==> src/hdl/dma_irq_pkg.sv <==
// Package: register map, field layout and reset values of the DMA event clear block.
// Assumes a 32-bit APB slave with one aligned word per register.
package dma_irq_pkg;
  localparam int          DATA_W          = 32;
  localparam int          ADDR_W          = 13;
  localparam int          DONE_MAX        = 16;
  localparam int          WARN_N          = 8;
  localparam int          EVT_W           = 26;
  localparam int          WARN_LSB        = 16;
  localparam int          ADDR_FAULT_BIT  = 24;
  localparam int          DATA_FAULT_BIT  = 25;
  localparam logic [12:0] OFS_RAW_STATUS  = 13'h1030;
  localparam logic [12:0] OFS_MASK        = 13'h1028;
  localparam logic [12:0] OFS_MASKED      = 13'h1038;
  localparam logic [12:0] OFS_CLEAR       = 13'h1048;
  localparam logic [31:0] CLEAR_RESET     = 32'h0000_0000;
  localparam logic [31:0] MASK_RESET      = 32'h0000_0000;
  localparam logic [25:0] EVT_ZERO        = 26'h000_0000;
  localparam logic [31:0] WORD_ZERO       = 32'h0000_0000;
endpackage

==> src/hdl/apb_decode.sv <==
// APB slave front end: zero-wait access, one-cycle write and read strobes.
// Assumes an APB master on mclk; unmapped addresses answer with pslverr.
`timescale 1ns/1ps
module apb_decode
  import dma_irq_pkg::*;
(
  input  wire logic              psel,
  input  wire logic              penable,
  input  wire logic              pwrite,
  input  wire logic [ADDR_W-1:0] paddr,
  output logic                   pready,
  output logic                   pslverr,
  output logic                   wr_mask,
  output logic                   wr_clear,
  output logic                   rd_hit
);
  logic access;
  logic mapped;
  assign access   = psel && penable;
  assign mapped   = (paddr == OFS_MASK) || (paddr == OFS_RAW_STATUS) ||
                    (paddr == OFS_MASKED) || (paddr == OFS_CLEAR);
  assign pready   = psel;
  assign pslverr  = access && !mapped;
  assign wr_mask  = access && pwrite && (paddr == OFS_MASK);
  assign wr_clear = access && pwrite && (paddr == OFS_CLEAR);
  assign rd_hit   = access && !pwrite && mapped;
endmodule

==> src/hdl/event_flags.sv <==
// Sticky event flags: hardware set has priority over software clear.
// Assumes set and clear are same-clock one-cycle requests.
`timescale 1ns/1ps
module event_flags #(
  parameter int WIDTH = 26
) (
  input  wire logic             mclk,
  input  wire logic             sys_rst,
  input  wire logic [WIDTH-1:0] set_req,
  input  wire logic [WIDTH-1:0] clr_req,
  output logic      [WIDTH-1:0] flags
);
  logic [WIDTH-1:0] flags_r;
  logic [WIDTH-1:0] flags_nxt;
  always_comb begin
    flags_nxt = (flags_r & ~clr_req) | set_req;
  end
  always_ff @(posedge mclk) begin
    if (sys_rst) begin
      flags_r <= '0;
    end else begin
      flags_r <= flags_nxt;
    end
  end
  assign flags = flags_r;
endmodule

==> src/hdl/dma_interrupt_clear.sv <==
// DMA event logic: raw and masked status, write-one-to-clear register, interrupt.
// Assumes event inputs are one-cycle pulses from DMA logic on mclk.
// Notes on behaviour
// - The clear register sits at offset 1048h, resets to zero, and a one clears the flag.
// - Completion bits 15..0 clear their channel's flag on one and do nothing on zero.
// - A channel's completion flag is latched when its size counter reaches zero.
// - Early-warning flags for channels 0..7 sit in bits 16..23 and each has a clear bit.
// - An unreachable source address latches the bit 24 flag, which has a clear bit.
// - A parity or ECC failure on source data latches the bit 25 flag, with a clear bit.
// - Bits 31..26 of the clear register are reserved, inert and reset to zero.
// - Completion bits of channels that are not implemented have no effect.
// - Every event shows in raw status and, when unmasked, in masked status.
`timescale 1ns/1ps
module dma_interrupt_clear
  import dma_irq_pkg::*;
#(
  parameter int NUM_CHAN = 16
) (
  input  wire logic              mclk,
  input  wire logic              sys_rst,
  input  wire logic              psel,
  input  wire logic              penable,
  input  wire logic              pwrite,
  input  wire logic [ADDR_W-1:0] paddr,
  input  wire logic [DATA_W-1:0] pwdata,
  output logic      [DATA_W-1:0] prdata,
  output logic                   pready,
  output logic                   pslverr,
  input  wire logic [DONE_MAX-1:0] size_zero,
  input  wire logic [WARN_N-1:0] warn_hit,
  input  wire logic              addr_fault,
  input  wire logic              data_fault,
  output logic                   irq
);
  localparam logic [DONE_MAX-1:0] CHAN_EN = DONE_MAX'((32'h1 << NUM_CHAN) - 32'h1);
  localparam logic [EVT_W-1:0]    IMPL    = {2'b11, {WARN_N{1'b1}}, CHAN_EN};

  logic              wr_mask;
  logic              wr_clear;
  logic              rd_hit;
  logic [EVT_W-1:0]  set_req;
  logic [EVT_W-1:0]  clr_req;
  logic [EVT_W-1:0]  raw_event_status;
  logic [EVT_W-1:0]  masked_event_status;
  logic [EVT_W-1:0]  mask_r;
  logic [EVT_W-1:0]  mask_nxt;
  logic [DATA_W-1:0] prdata_r;
  logic [DATA_W-1:0] prdata_nxt;
  logic [DATA_W-1:0] interrupt_clear_r;
  logic [DATA_W-1:0] interrupt_clear_nxt;

  apb_decode apb_decode_i (
    .psel     (psel),
    .penable  (penable),
    .pwrite   (pwrite),
    .paddr    (paddr),
    .pready   (pready),
    .pslverr  (pslverr),
    .wr_mask  (wr_mask),
    .wr_clear (wr_clear),
    .rd_hit   (rd_hit)
  );

  function automatic logic [DATA_W-1:0] widen(input logic [EVT_W-1:0] v);
    widen = {{(DATA_W-EVT_W){1'b0}}, v};
  endfunction

  // Event sources packed in status layout; unimplemented channels stay low
  assign set_req = {data_fault, addr_fault, warn_hit, size_zero & CHAN_EN} & IMPL;

  // Write-one-to-clear; reserved upper bits never reach a flag
  assign clr_req = wr_clear ? (pwdata[EVT_W-1:0] & IMPL) : EVT_ZERO;

  event_flags #(
    .WIDTH (EVT_W)
  ) event_flags_i (
    .mclk    (mclk),
    .sys_rst (sys_rst),
    .set_req (set_req),
    .clr_req (clr_req),
    .flags   (raw_event_status)
  );

  assign masked_event_status = raw_event_status & mask_r;

  always_comb begin
    mask_nxt            = wr_mask ? (pwdata[EVT_W-1:0] & IMPL) : mask_r;
    // Clear register is write-only; it holds the written value for one cycle after the write, then returns to zero
    interrupt_clear_nxt = wr_clear ? widen(pwdata[EVT_W-1:0] & IMPL) : CLEAR_RESET;
    prdata_nxt          = WORD_ZERO;
    if (psel && !penable && !pwrite) begin
      case (paddr)
        OFS_RAW_STATUS: prdata_nxt = widen(raw_event_status);
        OFS_MASKED:     prdata_nxt = widen(masked_event_status);
        OFS_MASK:       prdata_nxt = widen(mask_r);
        default:        prdata_nxt = WORD_ZERO;
      endcase
    end else if (rd_hit) begin
      prdata_nxt = prdata_r;
    end
  end

  always_ff @(posedge mclk) begin
    if (sys_rst) begin
      mask_r            <= MASK_RESET[EVT_W-1:0];
      prdata_r          <= WORD_ZERO;
      interrupt_clear_r <= CLEAR_RESET;
    end else begin
      mask_r            <= mask_nxt;
      prdata_r          <= prdata_nxt;
      interrupt_clear_r <= interrupt_clear_nxt;
    end
  end

  assign prdata = prdata_r;
  assign irq    = |masked_event_status;
endmodule

==> config.mk <==
export PLATFORM = sky130hd
export DESIGN_NAME = dma_interrupt_clear
export DESIGN_NICKNAME = d
export VERILOG_FILES = /design/src/hdl/dma_irq_pkg.sv /design/src/hdl/apb_decode.sv /design/src/hdl/event_flags.sv /design/src/hdl/dma_interrupt_clear.sv
export SDC_FILE = /design/constraint.sdc
export NUM_CORES = 1
export LEC_CHECK = 0
export ABC_CLOCK_PERIOD_IN_PS = 3200
export BUFFER_PORTS_ARGS = -buffer_cell sky130_fd_sc_hd__buf_2
export CAP_MARGIN = 0
export CORE_ASPECT_RATIO = 1.25
export CORE_UTILIZATION = 50
export CTS_CLUSTER_SIZE = 10
export DETAILED_ROUTE_END_ITERATION = 6
export PLACE_DENSITY = 0.79
export SETUP_SLACK_MARGIN = 0.1
export SLEW_MARGIN = 20
export SYNTH_ARGS = -nofsm -noshare
export SYNTH_HDL_FRONTEND = slang
export SYNTH_SLANG_ARGS = --single-unit
==> constraint.sdc <==
create_clock -name mclk -period 3.2 [get_ports mclk]
set_clock_uncertainty 0.05 [all_clocks]
set_input_delay 0.64 -clock mclk [delete_from_list [all_inputs] [get_ports mclk]]
set_output_delay 0.64 -clock mclk [all_outputs]
set_load 0.01 [all_outputs]
* Yosys cells after proc, flatten, opt, wreduce, memory -nomap -nowiden *
Cells that the tools add are included.

storage, ports and cells
  register bits = 84
  bits of input ports = 76
  output and inout bits = 35
  word-level logic and storage cells = 32

operators by class
  equality and inequality tests = 5
  multiplexer cells = 4
  bitwise operators = 4
  reduce and logical (&&, ||, !) cells = 16

operators by type and width
  kind                                          number
  26-bit case mux with 3 select lines           1
  32-bit two-way mux                            2
  26-bit bitwise AND                            2
  13-bit == test, second input constant         4
  26-bit two-way mux                            1
  26-bit NOT                                    1
  26-bit bitwise OR                             1
  26-bit OR reduction                           1
  1-bit logical AND                             9
  1-bit zero test                               3
  1-bit logical OR                              3
  2-bit inequality test, second input constant  1

* Logic depth before layout (Yosys ltp) *
Gate-level depths: netlist of run 1.

  depth in word-level cells = 7
  gate-level depth with buffers = 7
  depth with buffers taken out = 4

* Hierarchy *
A second synthesis of run 1 with hierarchy kept.

unflattened totals
  cells, all modules = 453
  area total of the unflattened synthesis = 4068.9 um^2

modules (own cells, without submodules)
  module               instances  cells an instance  area each (um^2)  sequential area each (um^2)
  dma_interrupt_clear  1          329                2891.5            1041.0
  event_flags          1          107                1037.2            520.5
  apb_decode           1          17                 140.1             0.0

* Worst setup path before layout of run 1 *
Ideal clock, no wire load.

  kind = input to output
  start point = input paddr[6]
  end point = output pslverr
  arrival time = 1.451 ns
  required time = 2.510 ns
  path slack = 1.059 ns
  stages = 5
  path buffers = 1
  cell sequence = nor2b_1 -> buf_6 -> a21o_1 -> a22o_1 -> a21oi_1

on the way
  cells in the longest elaborated chain, start to end = 6
  elaborated cells on any way between the ends = 9
  those cells by class = eq/ne (4); reduce/logical (5)

ends and longest elaborated chain
  element                        line                       RTL
  from (decl)                    dma_interrupt_clear.sv:24  input wire logic [ADDR_W-1:0] paddr,
  13-bit == test                 apb_decode.sv:20           assign mapped = (paddr == OFS_MASK) || (paddr == OFS_RAW_STATUS) ||
  1-bit logical OR (2 in a row)  apb_decode.sv:20
  1-bit logical OR *             apb_decode.sv:21           (paddr == OFS_MASKED) || (paddr == OFS_CLEAR);
  1-bit zero test *              apb_decode.sv:23           assign pslverr = access && !mapped;
  1-bit logical AND *            apb_decode.sv:23
  to (decl)                      dma_interrupt_clear.sv:28  output logic pslverr,

Mark *: on every way between the ends. The rest lies on a longest branch, timed or not.

* Worst setup path in the final report of run 1 *
  start point = input paddr[4]
  end point = output pslverr

Same word-level chain as after synthesis.

==> results of run 1 <==
## power groups by stage
stage | sequential (mW) | clock [mW] | combinational, mW
2_1_floorplan | 1.03 | 0 | 0.0998
3_3_place_gp | 1.03 | 0 | 0.165
3_5_place_dp | 1.03 | 0 | 0.168
4_1_cts | 1.01 | 0.751 | 0.169
5_1_grt | 1.01 | 0.793 | 0.186
6_report | 1.01 | 0.745 | 0.171
## state kept, by name, summed over array words and instances (netlist names)
| name | flops |
|---|---|
| prdata | 26 |
| event_flags_i.flags | 26 |
| mask_r | 26 |
## final cells by class
cell class / count / area, um^2 / area share, %
Clock inverter: 4 / 45.0 / 1.10
Timing Repair Buffer: 106 / 551 / 13.4
Inverter: 28 / 105 / 2.56
Sequential cell: 78 / 1560 / 38.0
Clock buffer: 12 / 155 / 3.77
Multi-Input combinational cell: 250 / 1590 / 38.6
Tap cell: 87 / 109 / 2.65
## synth_stat cells, types with 2 or more instances
master     number
a21oi_1        53
a221oi_1        3
a22o_1          4
a22oi_1         7
buf_12          2
buf_2           3
buf_4           8
buf_6           4
clkbuf_1       19
clkbuf_8        2
dfxtp_1        78
inv_1          26
inv_2           2
nand2_1        27
nand3_1        27
nand4_1         3
nor2b_1         2
o21ai_0        52
o22ai_1        26
o2bb2ai_1       6
o2bb2ai_2      20
## logic make-up after synthesis
kind of cell           Yosys count
AO/OA/AOI/OAI                  173
buffers and inverters           67
other                            1
flip-flops                      78
AND/OR/NAND/NOR                 71
## per-layer routing
metal  track usage (%)  up-vias  share of wire [%]
met1              32.0     1554                 41
li1                  -     1570                  -
met4              12.5        0                2.7
met5                 0        -                  0
met2              44.5      155                 50
met3              5.07       23                6.7
## metrics by stage
step	util, %	power [mW]	worst slack [ns]
floorplan	-	1.13	1.06
global placement	58.9	1.20	0.659
detailed placement	58.9	1.20	0.576
CTS	61.9	1.93	0.760
global route	61.9	1.99	0.715
finish	61.9	1.93	0.748
## how the worst max path moves through the flow
stage	depth (start not counted)	end	start	slack, ns
final	6	pslverr	paddr[4]	0.75
after global routing	6	pslverr	paddr[4]	0.72
after CTS	7	pslverr	paddr[5]	0.76
after detailed placement	6	prdata[25]$_SDFFE_PP0P_	paddr[6]	0.58
after global placement	6	prdata[2]$_SDFFE_PP0P_	paddr[6]	0.66
after floorplan	5	pslverr	paddr[6]	1.06
==> metrics.log, run 1 <==
[metrics] status: completed
[metrics] slew at the pin with the worst max-slew slack: about 0.84 ns
[metrics] final hold vios: 0
[metrics] detailed router's first-iteration violation count: 298
[metrics] Top delay family on crit path: buffers and inverters
[metrics] global-route wire length before repair: between 10000 and 15000 um
[metrics] combinational family with the most area after synthesis: compound AO/OA/AOI/OAI gates
[metrics] simple logic cell fraction of the synthesized area: a little over a tenth
[metrics] CP max stage cell: inv_2
[metrics] number of register bits inferred by synthesis: 78
[metrics] # DRC: 0
[metrics] maximum ir drop on the vdd rail: around 0.32 mV
[metrics] origin of the worst min-delay path: prdata[2]$_SDFFE_PP0P_
[metrics] fraction of layout instances using a drive strength above 1: a little under a third
[metrics] Bufs and invs on worst path: 3
[metrics] number of cells on the worst reg-to-reg path: 2
[metrics] leading cell types by total area after synthesis: dfxtp_1 (45%), o2bb2ai_2 (8.6%), a21oi_1 (7.6%)
[metrics] routed vias: roughly 3300
[metrics] clock tree from TritonCTS: done
[metrics] hold_buf cts: 0
[metrics] smallest hold slack: approximately 0.42 ns
[metrics] fraction of post-synthesis cell area in the top cell type by area: ~45%
[metrics] detail-routed via count per cell: 5.84
[metrics] last weighted congestion value of the routability-driven placer: a little over 0.8
[metrics] post-route fraction of the period consumed by the critical path: roughly three quarters
[metrics] count of antenna-violating nets left after detailed routing: 0
[metrics] starting utilization of the core area: around 53%
[metrics] DPL Wire Length: between 5000 and 6000 um
[metrics] CP Capture Type: output pin
[metrics] clock tree root buffer cell: clkbuf_8
[metrics] most common cell after layout, fill and taps aside: buf_2
[metrics] switching power as a share of total power: roughly 24%
[metrics] multiplexer share of the synthesized area: 0%
[metrics] crit-path max cell delay: roughly 0.44 ns
[metrics] Vert. Die Dim: 95.4 um
[metrics] ports placed on the boundary: between 100 and 150
[metrics] sequential area share after synthesis: ~45%
[metrics] Synth Flop Type: dfxtp_1
[metrics] total global routing track utilization: 26.2%
[metrics] Final Critical Period: roughly 2.5 ns
[metrics] combined area of all synthesized cells: between 0.003 and 0.004 mm^2
[metrics] Compound-Gate Fraction of Synth Area: between 30% and 40%
[metrics] worst path cell trace: buf_2, inv_2, a21o_1, a22o_1, a21oi_1, buf_2
[metrics] number of max-capacitance violations reported: 0
[metrics] sinks on the clock net: 78
[metrics] x dimension of the die: around 77 um
[metrics] number of antenna violations at the first check in global routing: 0
[metrics] final setup fails: 0
[metrics] synthesized instance count: just under 400
[metrics] Hold EP: prdata[2]$_SDFFE_PP0P_
[metrics] LEAKAGE: 1.73 nW
[metrics] TritonCTS buffer count: 9
[metrics] number of enable flip-flop cells after synthesis: 0
[metrics] Hold Path Cell Cnt: 1
[metrics] Antenna Diode Count: 0
[metrics] number of global-route vias before repair: around 3100
[metrics] critical path startpoint category: primary input
[metrics] Design Area, Final: just over 0.004 mm^2
[metrics] library cell appearing most often on the critical path: buf_2
[metrics] total number of placement rows: 33
[metrics] worst-path maximum fanout: 28
[metrics] signal arrival time at the worst endpoint: 1.76 ns
[metrics] placed cells: around 550
[metrics] Adder-Cell Fraction of Synth Area: 0%
[metrics] share of power burned in the clock network: about two fifths
[metrics] pin count of the biggest net entering global routing: 53
[metrics] post-synthesis to final-layout area growth: 17.8%
[metrics] fraction of synthesis flops using an asynchronous set or reset pin: 0%
[metrics] launching point of the worst reg2reg path: mask_r[24]$_SDFFE_PP0P_
[metrics] routed wire length: 9200 um
[metrics] placed instance area: ~0.0039 mm^2
[metrics] post-synthesis cell type count: 37
[metrics] share of total power in sequential cells: between 50% and 60%
[metrics] maximum number of buffers from clock root to sink: 2
[metrics] total power per unit cell area: approximately 470 mW/mm^2
[metrics] post-layout instance count excluding filler cells: 565
[metrics] area of the core: about 0.0066 mm^2
[metrics] insertion delay of the later-clocked pin in the worst-skew pair: around 0.35 ns
[metrics] global route overflow: 0
[metrics] full die area: ~0.0073 mm^2
[metrics] net switching component of the power: about 0.46 mW
[metrics] Worst-path clk slew: approximately 0.07 ns
[metrics] number of warning messages in the yosys log: 0
[metrics] share of the synthesized netlist area taken by xor and xnor gates: 0%
[metrics] internal reg-to-reg setup slack: 2.34 ns
[metrics] highest-count cells in the layout ignoring fill and taps: buf_2 (98), dfxtp_1 (78), a21oi_1 (53)
[metrics] fmax: just over 0.4 GHz
[metrics] Setup CP Type: primary input to output pin
[metrics] quantity of gates resized following cts: 0
[metrics] port buffer count: slightly below 100
[metrics] first-pass detailed-route iteration total: 5
[metrics] required time at the worst-slack endpoint: ~2.5 ns
[metrics] leading area contributor after synthesis: dfxtp_1
[metrics] setup repair after global routing missed its margin: false
[metrics] relative contribution of combinational cells to total power: under 10%
[metrics] internal power of the cells: about 1.5 mW
[metrics] max_slew headroom: around 44%
[metrics] number of levels the H-tree was split into: 3
[metrics] number of pins exceeding their max-slew limit in the final report: 0
[metrics] final net count: around 550
[metrics] fill cell instance count of the final layout: 600
[metrics] average cell area after synthesis: roughly 9 um^2
[metrics] worst min path class: register to register
[metrics] Worst R2R End: prdata[24]$_SDFFE_PP0P_
[metrics] WL/cell: approximately 16 um
[metrics] Setup Buffers After CTS: 0
[metrics] setup_tns: 0 ns
No activity file was read; power rests on OpenSTA's default activity.
==> run 2, diff against run 1 <==
Settings changed: ABC_CLOCK_PERIOD_IN_PS 3200 to 2300.
Clock period 3.2 ns to 2.3 ns, I/O delays scaled along.
==> run 2 against run 1 <==
  * Combinational power is 40% higher
  * Sequential power rose by 40%
  * Power grew 39%
  * Critical endpoint is now irq
  * Sequential share of layout area fell by 0.43 points
  * Utilization grew 0.72 points
  * Critical path depth fell by 2
  * Clock-buffer cell count did not move
  * Critical path type is now register to output pin
  * Non-clock buffer count grew 3
  * Die area unchanged
  * Clock power increased by 37%
==> metrics.log, run 2 (same netlist as run 1, synthesis figures left out) <==
[metrics] LEAKAGE: between 1.5 and 2 nW
[metrics] Worst R2R End: prdata[24]$_SDFFE_PP0P_
[metrics] launching point of the worst reg2reg path: mask_r[24]$_SDFFE_PP0P_
[metrics] final net count: between 500 and 600
[metrics] number of global-route vias before repair: around 3000
[metrics] worst path setup slack after routing: roughly 0.23 ns
[metrics] port buffer count: 98
[metrics] fraction of layout instances using a drive strength above 1: 32.0%
[metrics] Worst-path clk slew: around 0.07 ns
[metrics] slew at the pin with the worst max-slew slack: slightly below 0.6 ns
[metrics] global-route wire length before repair: about 14000 um
[metrics] number of max-capacitance violations reported: 0
[metrics] pin count of the biggest net entering global routing: between 50 and 60
[metrics] final setup fails: 0
[metrics] clock tree from TritonCTS: done
[metrics] fill cell instance count of the final layout: 578
[metrics] starting utilization of the core area: 52.5%
[metrics] # DRC: 0
[metrics] most common cell after layout, fill and taps aside: buf_2
[metrics] number of cells on the worst reg-to-reg path: 2
[metrics] number of pins exceeding their max-slew limit in the final report: 0
[metrics] detail-routed via count per cell: ~5.7
[metrics] number of antenna violations at the first check in global routing: 0
[metrics] post-route fraction of the period consumed by the critical path: between 90 and 100%
[metrics] signal arrival time at the worst endpoint: 1.56 ns
[metrics] full die area: ~0.0073 mm^2
[metrics] number of levels the H-tree was split into: 3
[metrics] first-pass detailed-route iteration total: 5
[metrics] area taken by multi-input logic gates: roughly 0.0016 mm^2
[metrics] maximum number of buffers from clock root to sink: 2
[metrics] sinks on the clock net: 78
[metrics] internal reg-to-reg setup slack: approximately 1.5 ns
[metrics] DPL Wire Length: around 5900 um
[metrics] worst path cell trace: a22o_1, a221oi_1, nand4_1, buf_2
[metrics] Vert. Die Dim: approximately 95 um
[metrics] Register Area: about 0.0016 mm^2
[metrics] Antenna Diode Count: 0
[metrics] Bufs and invs on worst path: 1
[metrics] hold_buf cts: 0
[metrics] total global routing track utilization: 25.0%
[metrics] status: completed
[metrics] total number of placement rows: 33
[metrics] total power per unit cell area: 642 mW/mm^2
[metrics] global route overflow: 0
[metrics] detailed router's first-iteration violation count: between 300 and 400
[metrics] worst-path maximum fanout: 3
[metrics] Final Core Density: 62.6%
[metrics] last element of the critical path: irq
[metrics] Design Area, Final: approximately 0.0042 mm^2
[metrics] clock tree root buffer cell: clkbuf_8
[metrics] CP Capture Type: output pin
[metrics] TritonCTS buffer count: 9
[metrics] last weighted congestion value of the routability-driven placer: just over 0.8
[metrics] setup repair after global routing missed its margin: false
[metrics] quantity of gates resized following cts: 0
[metrics] area of the core: around 0.0066 mm^2
[metrics] max_slew headroom: approximately three fifths
[metrics] post-synthesis to final-layout area growth: 19.1%
[metrics] Top delay family on crit path: compound AO/OA/AOI/OAI gates
[metrics] maximum ir drop on the vdd rail: roughly 0.4 mV
[metrics] setup_tns: 0 ns
[metrics] fmax: roughly 0.48 GHz
[metrics] ports placed on the boundary: roughly 110
[metrics] count of antenna-violating nets left after detailed routing: 0
[metrics] insertion delay of the later-clocked pin in the worst-skew pair: roughly 0.34 ns
[metrics] placed instance area: 0.00396 mm^2
[metrics] path length in cells of the critical path: 4
[metrics] Setup Buffers After CTS: 0
[metrics] routed vias: 3264
[metrics] crit-path max cell delay: roughly 0.33 ns
[metrics] Worst setup startpoint: event_flags_i.flags[16]$_SDFF_PP0_
[metrics] Setup CP Type: register to output pin
[metrics] x dimension of the die: ~77 um
[metrics] CP max stage cell: dfxtp_1
[metrics] required time at the worst-slack endpoint: approximately 1.8 ns
[metrics] worst min path class: primary input to register
[metrics] post-placement worst setup slack: 0.430 ns
[metrics] highest-count cells in the layout ignoring fill and taps: buf_2 (98), dfxtp_1 (78), a21oi_1 (53)
[metrics] Final Critical Period: ~2.1 ns
[metrics] smallest hold slack: 0.295 ns
[metrics] routed wire length: 9160 um
[metrics] final hold vios: 0
[metrics] critical path startpoint category: register
[metrics] WL/cell: about 16 um
## run 2: changes by cell type in the layout (fill, tap and decap cells not counted)
cell    delta
buf_12     +2
buf_4      +1
## run 2: worst register-to-register path, stage by stage (launching register included)
cell and delay, ns:
dfxtp_1 0.33, o22ai_1 0.27, o2bb2ai_2 0.09
## run 2: worst min-delay path by stage
stage / startpoint / depth (start not counted) / end / slack, ns
after floorplan: mask_r[0]$_SDFFE_PP0P_ / 2 / mask_r[0]$_SDFFE_PP0P_ / 0.41
after CTS: size_zero[15] / 3 / event_flags_i.flags[15]$_SDFF_PP0_ / 0.29
after global routing: warn_hit[7] / 3 / event_flags_i.flags[23]$_SDFF_PP0_ / 0.30
after global placement: prdata[3]$_SDFFE_PP0P_ / 1 / prdata[3]$_SDFFE_PP0P_ / 0.39
after detailed placement: prdata[5]$_SDFFE_PP0P_ / 1 / prdata[5]$_SDFFE_PP0P_ / 0.40
final: size_zero[15] / 3 / event_flags_i.flags[15]$_SDFF_PP0_ / 0.30
## run 2: report_power, final
group / internal, mW / total (mW) / leakage, nW / switching, mW
clock: 0.556 / 1.02 / 0.106 / 0.469
sequential: 1.38 / 1.41 / 0.637 / 0.0248
combinational: 0.0967 / 0.239 / 1.01 / 0.142
total: 2.04 / 2.67 / 1.75 / 0.636
## run 2: metrics by stage
| step | instances | total power, mW |
|---|---|---|
| global route | 568 | 2.77 |
| global placement | 552 | 1.67 |
| floorplan | 395 | 1.57 |
| detailed placement | 552 | 1.67 |
| CTS | 568 | 2.68 |
| finish | 568 | 2.67 |
## run 2: metal layers
| layer | share of wire, % | vias up | wire length [um] | GRT usage (%) |
|---|---|---|---|---|
| met2 | 48 | 172 | 4440 | 41.7 |
| met4 | 1.4 | 0 | 124 | 8.81 |
| li1 | - | 1578 | - | - |
| met3 | 7.6 | 13 | 692 | 3.73 |
| met1 | 43 | 1501 | 3900 | 32.9 |
| met5 | 0 | - | 0 | 0 |
## run 2: cell type report
cell class                      count  area share [%]
Multi-Input combinational cell    250            38.1
Sequential cell                    78            37.5
Clock inverter                      4            1.08
Clock buffer                       12            3.73
Inverter                           28            2.53
Timing Repair Buffer              109            14.4
Tap cell                           87            2.62
==> run 3, diff against run 2 <==
Settings changed: CTS_CLUSTER_DIAMETER set to 80, RECOVER_POWER set to 50.
==> run 3 against run 2 <==
  * Sequential cell count did not move
  * Sequential share of layout area rose by 0.87 points
  * Utilization fell by 1.4 points
  * Sequential power barely moved
  * Final area fell by 2.3%
  * Global-route usage did not move
  * Clock power barely moved
  * Wire length fell by 0.20%
  * Die area did not move
  * Combinational power barely moved
  * Non-clock buffer count did not move
==> metrics.log, run 3 (same netlist as run 1, synthesis figures left out) <==
[metrics] required time at the worst-slack endpoint: ~1.8 ns
[metrics] critical path startpoint category: register
[metrics] LEAKAGE: between 1.5 and 2 nW
[metrics] post-route fraction of the period consumed by the critical path: 89.8%
[metrics] clock tree root buffer cell: clkbuf_8
[metrics] Final Core Density: 61.2%
[metrics] global-route wire length before repair: ~14000 um
[metrics] worst-path maximum fanout: 3
[metrics] x dimension of the die: ~77 um
[metrics] starting utilization of the core area: a little over half
[metrics] global route overflow: 0
[metrics] placed instance area: roughly 0.004 mm^2
[metrics] detail-routed via count per cell: around 5.8
[metrics] fraction of layout instances using a drive strength above 1: between 20 and 25%
[metrics] number of levels the H-tree was split into: 3
[metrics] highest-count cells in the layout ignoring fill and taps: dfxtp_1 (78), buf_2 (71), a21oi_1 (53)
[metrics] area of the core: around 0.0066 mm^2
[metrics] Setup CP Type: register to output pin
[metrics] Design Area, Final: about 0.004 mm^2
[metrics] DPL Wire Length: between 5000 and 6000 um
[metrics] smallest hold slack: 0.299 ns
[metrics] routed vias: approximately 3300
[metrics] CP Capture Type: output pin
[metrics] number of antenna violations at the first check in global routing: 0
[metrics] Bufs and invs on worst path: 1
[metrics] setup_tns: 0 ns
[metrics] count of antenna-violating nets left after detailed routing: 0
[metrics] quantity of gates resized following cts: 0
[metrics] number of pins exceeding their max-slew limit in the final report: 0
[metrics] routed wire length: between 9000 and 10000 um
[metrics] WL/cell: 16.1 um
[metrics] number of cells on the worst reg-to-reg path: 2
[metrics] Vert. Die Dim: 95.4 um
[metrics] sinks on the clock net: 78
[metrics] CP max stage cell: dfxtp_1
[metrics] Worst-path clk slew: about 0.07 ns
[metrics] Final Critical Period: approximately 2.1 ns
[metrics] worst min path class: primary input to register
[metrics] Hold Path Cell Cnt: 3
[metrics] final setup fails: 0
[metrics] signal arrival time at the worst endpoint: 1.55 ns
[metrics] maximum number of buffers from clock root to sink: 2
[metrics] final hold vios: 0
[metrics] TritonCTS buffer count: 9
[metrics] insertion delay of the later-clocked pin in the worst-skew pair: 0.33 ns
[metrics] ports placed on the boundary: 111
[metrics] number of max-capacitance violations reported: 0
[metrics] slew at the pin with the worst max-slew slack: 0.903 ns
[metrics] Setup Buffers After CTS: 0
[metrics] total number of placement rows: 33
[metrics] worst path cell trace: a22o_1, a221oi_1, nand4_1, buf_2
[metrics] hold_buf cts: 0
[metrics] status: completed
[metrics] max_slew headroom: roughly two fifths
[metrics] port buffer count: just under 100
[metrics] setup repair after global routing missed its margin: false
[metrics] clock tree from TritonCTS: done
[metrics] total global routing track utilization: between 20% and 30%
[metrics] Antenna Diode Count: 0
[metrics] detailed router's first-iteration violation count: between 300 and 400
[metrics] post-layout instance count excluding filler cells: approximately 570
[metrics] # DRC: 0
[metrics] number of global-route vias before repair: between 2000 and 3000
[metrics] placed cells: 552
[metrics] path length in cells of the critical path: 4
[metrics] Top delay family on crit path: compound AO/OA/AOI/OAI gates
[metrics] total power per unit cell area: 655 mW/mm^2
[metrics] full die area: between 0.007 and 0.008 mm^2
[metrics] first-pass detailed-route iteration total: 4
[metrics] post-synthesis to final-layout area growth: 16.4%
[metrics] crit-path max cell delay: about 0.33 ns
[metrics] fmax: between 0.4 and 0.5 GHz
[metrics] final net count: between 500 and 600
[metrics] pin count of the biggest net entering global routing: 53
[metrics] maximum ir drop on the vdd rail: 0.411 mV
[metrics] last weighted congestion value of the routability-driven placer: just over 0.8
[metrics] most common cell after layout, fill and taps aside: dfxtp_1
run 3: cell count changes in the layout (fill, tap and decap cells not counted), moves of 2 or more:
cell	delta
clkbuf_2	+2
buf_2	-27
o2bb2ai_2	-6
o2bb2ai_1	+6
clkbuf_1	+27
run 3: report_power, final:
group          switching (mW)  total (mW)  internal, mW
combinational           0.141       0.237        0.0965
clock                   0.464        1.02         0.556
sequential             0.0246        1.41          1.38
run 3: cell type report:
cell class	count	area, um^2
Clock buffer	12	155
Clock inverter	4	45.0
Fill cell	607	2580
Inverter	28	105
Multi-Input combinational cell	250	1540
Sequential cell	78	1560
Tap cell	87	109
Timing Repair Buffer	109	547
run 3: worst min-delay path: cells and delay by family:
family	cells	cell delay, ns
buffers and inverters	2	0.13
AO/OA/AOI/OAI	1	0.04
run 3: stage by stage:
stage | setup slack, ns | total power [mW]
4_1_cts | 0.228 | 2.68
6_report | 0.236 | 2.66
5_1_grt | 0.205 | 2.77
2_1_floorplan | 0.519 | 1.57
3_3_place_gp | 0.430 | 1.67
3_5_place_dp | 0.430 | 1.67
run 3: per-layer routing:
| layer | up-vias | routed length (um) | global-route usage [%] | share of wire (%) |
|---|---|---|---|---|
| li1 | 1579 | - | - | - |
| met1 | 1495 | 3850 | 32.9 | 42 |
| met2 | 179 | 4500 | 41.7 | 49 |
| met3 | 14 | 677 | 3.73 | 7.4 |
| met4 | 0 | 116 | 8.81 | 1.3 |
| met5 | - | 0 | 0 | 0 |
run 3: path summary, 6_finish.rpt:
| kind | from | end | slack, ns |
|---|---|---|---|
| min | size_zero[5] | event_flags_i.flags[5]$_SDFF_PP0_ | 0.30 |
| max | event_flags_i.flags[16]$_SDFF_PP0_ | irq | 0.24 |
| max reg2reg | mask_r[25]$_SDFFE_PP0P_ | prdata[25]$_SDFFE_PP0P_ | 1.48 |
| min reg2reg | prdata[24]$_SDFFE_PP0P_ | prdata[24]$_SDFFE_PP0P_ | 0.42 |
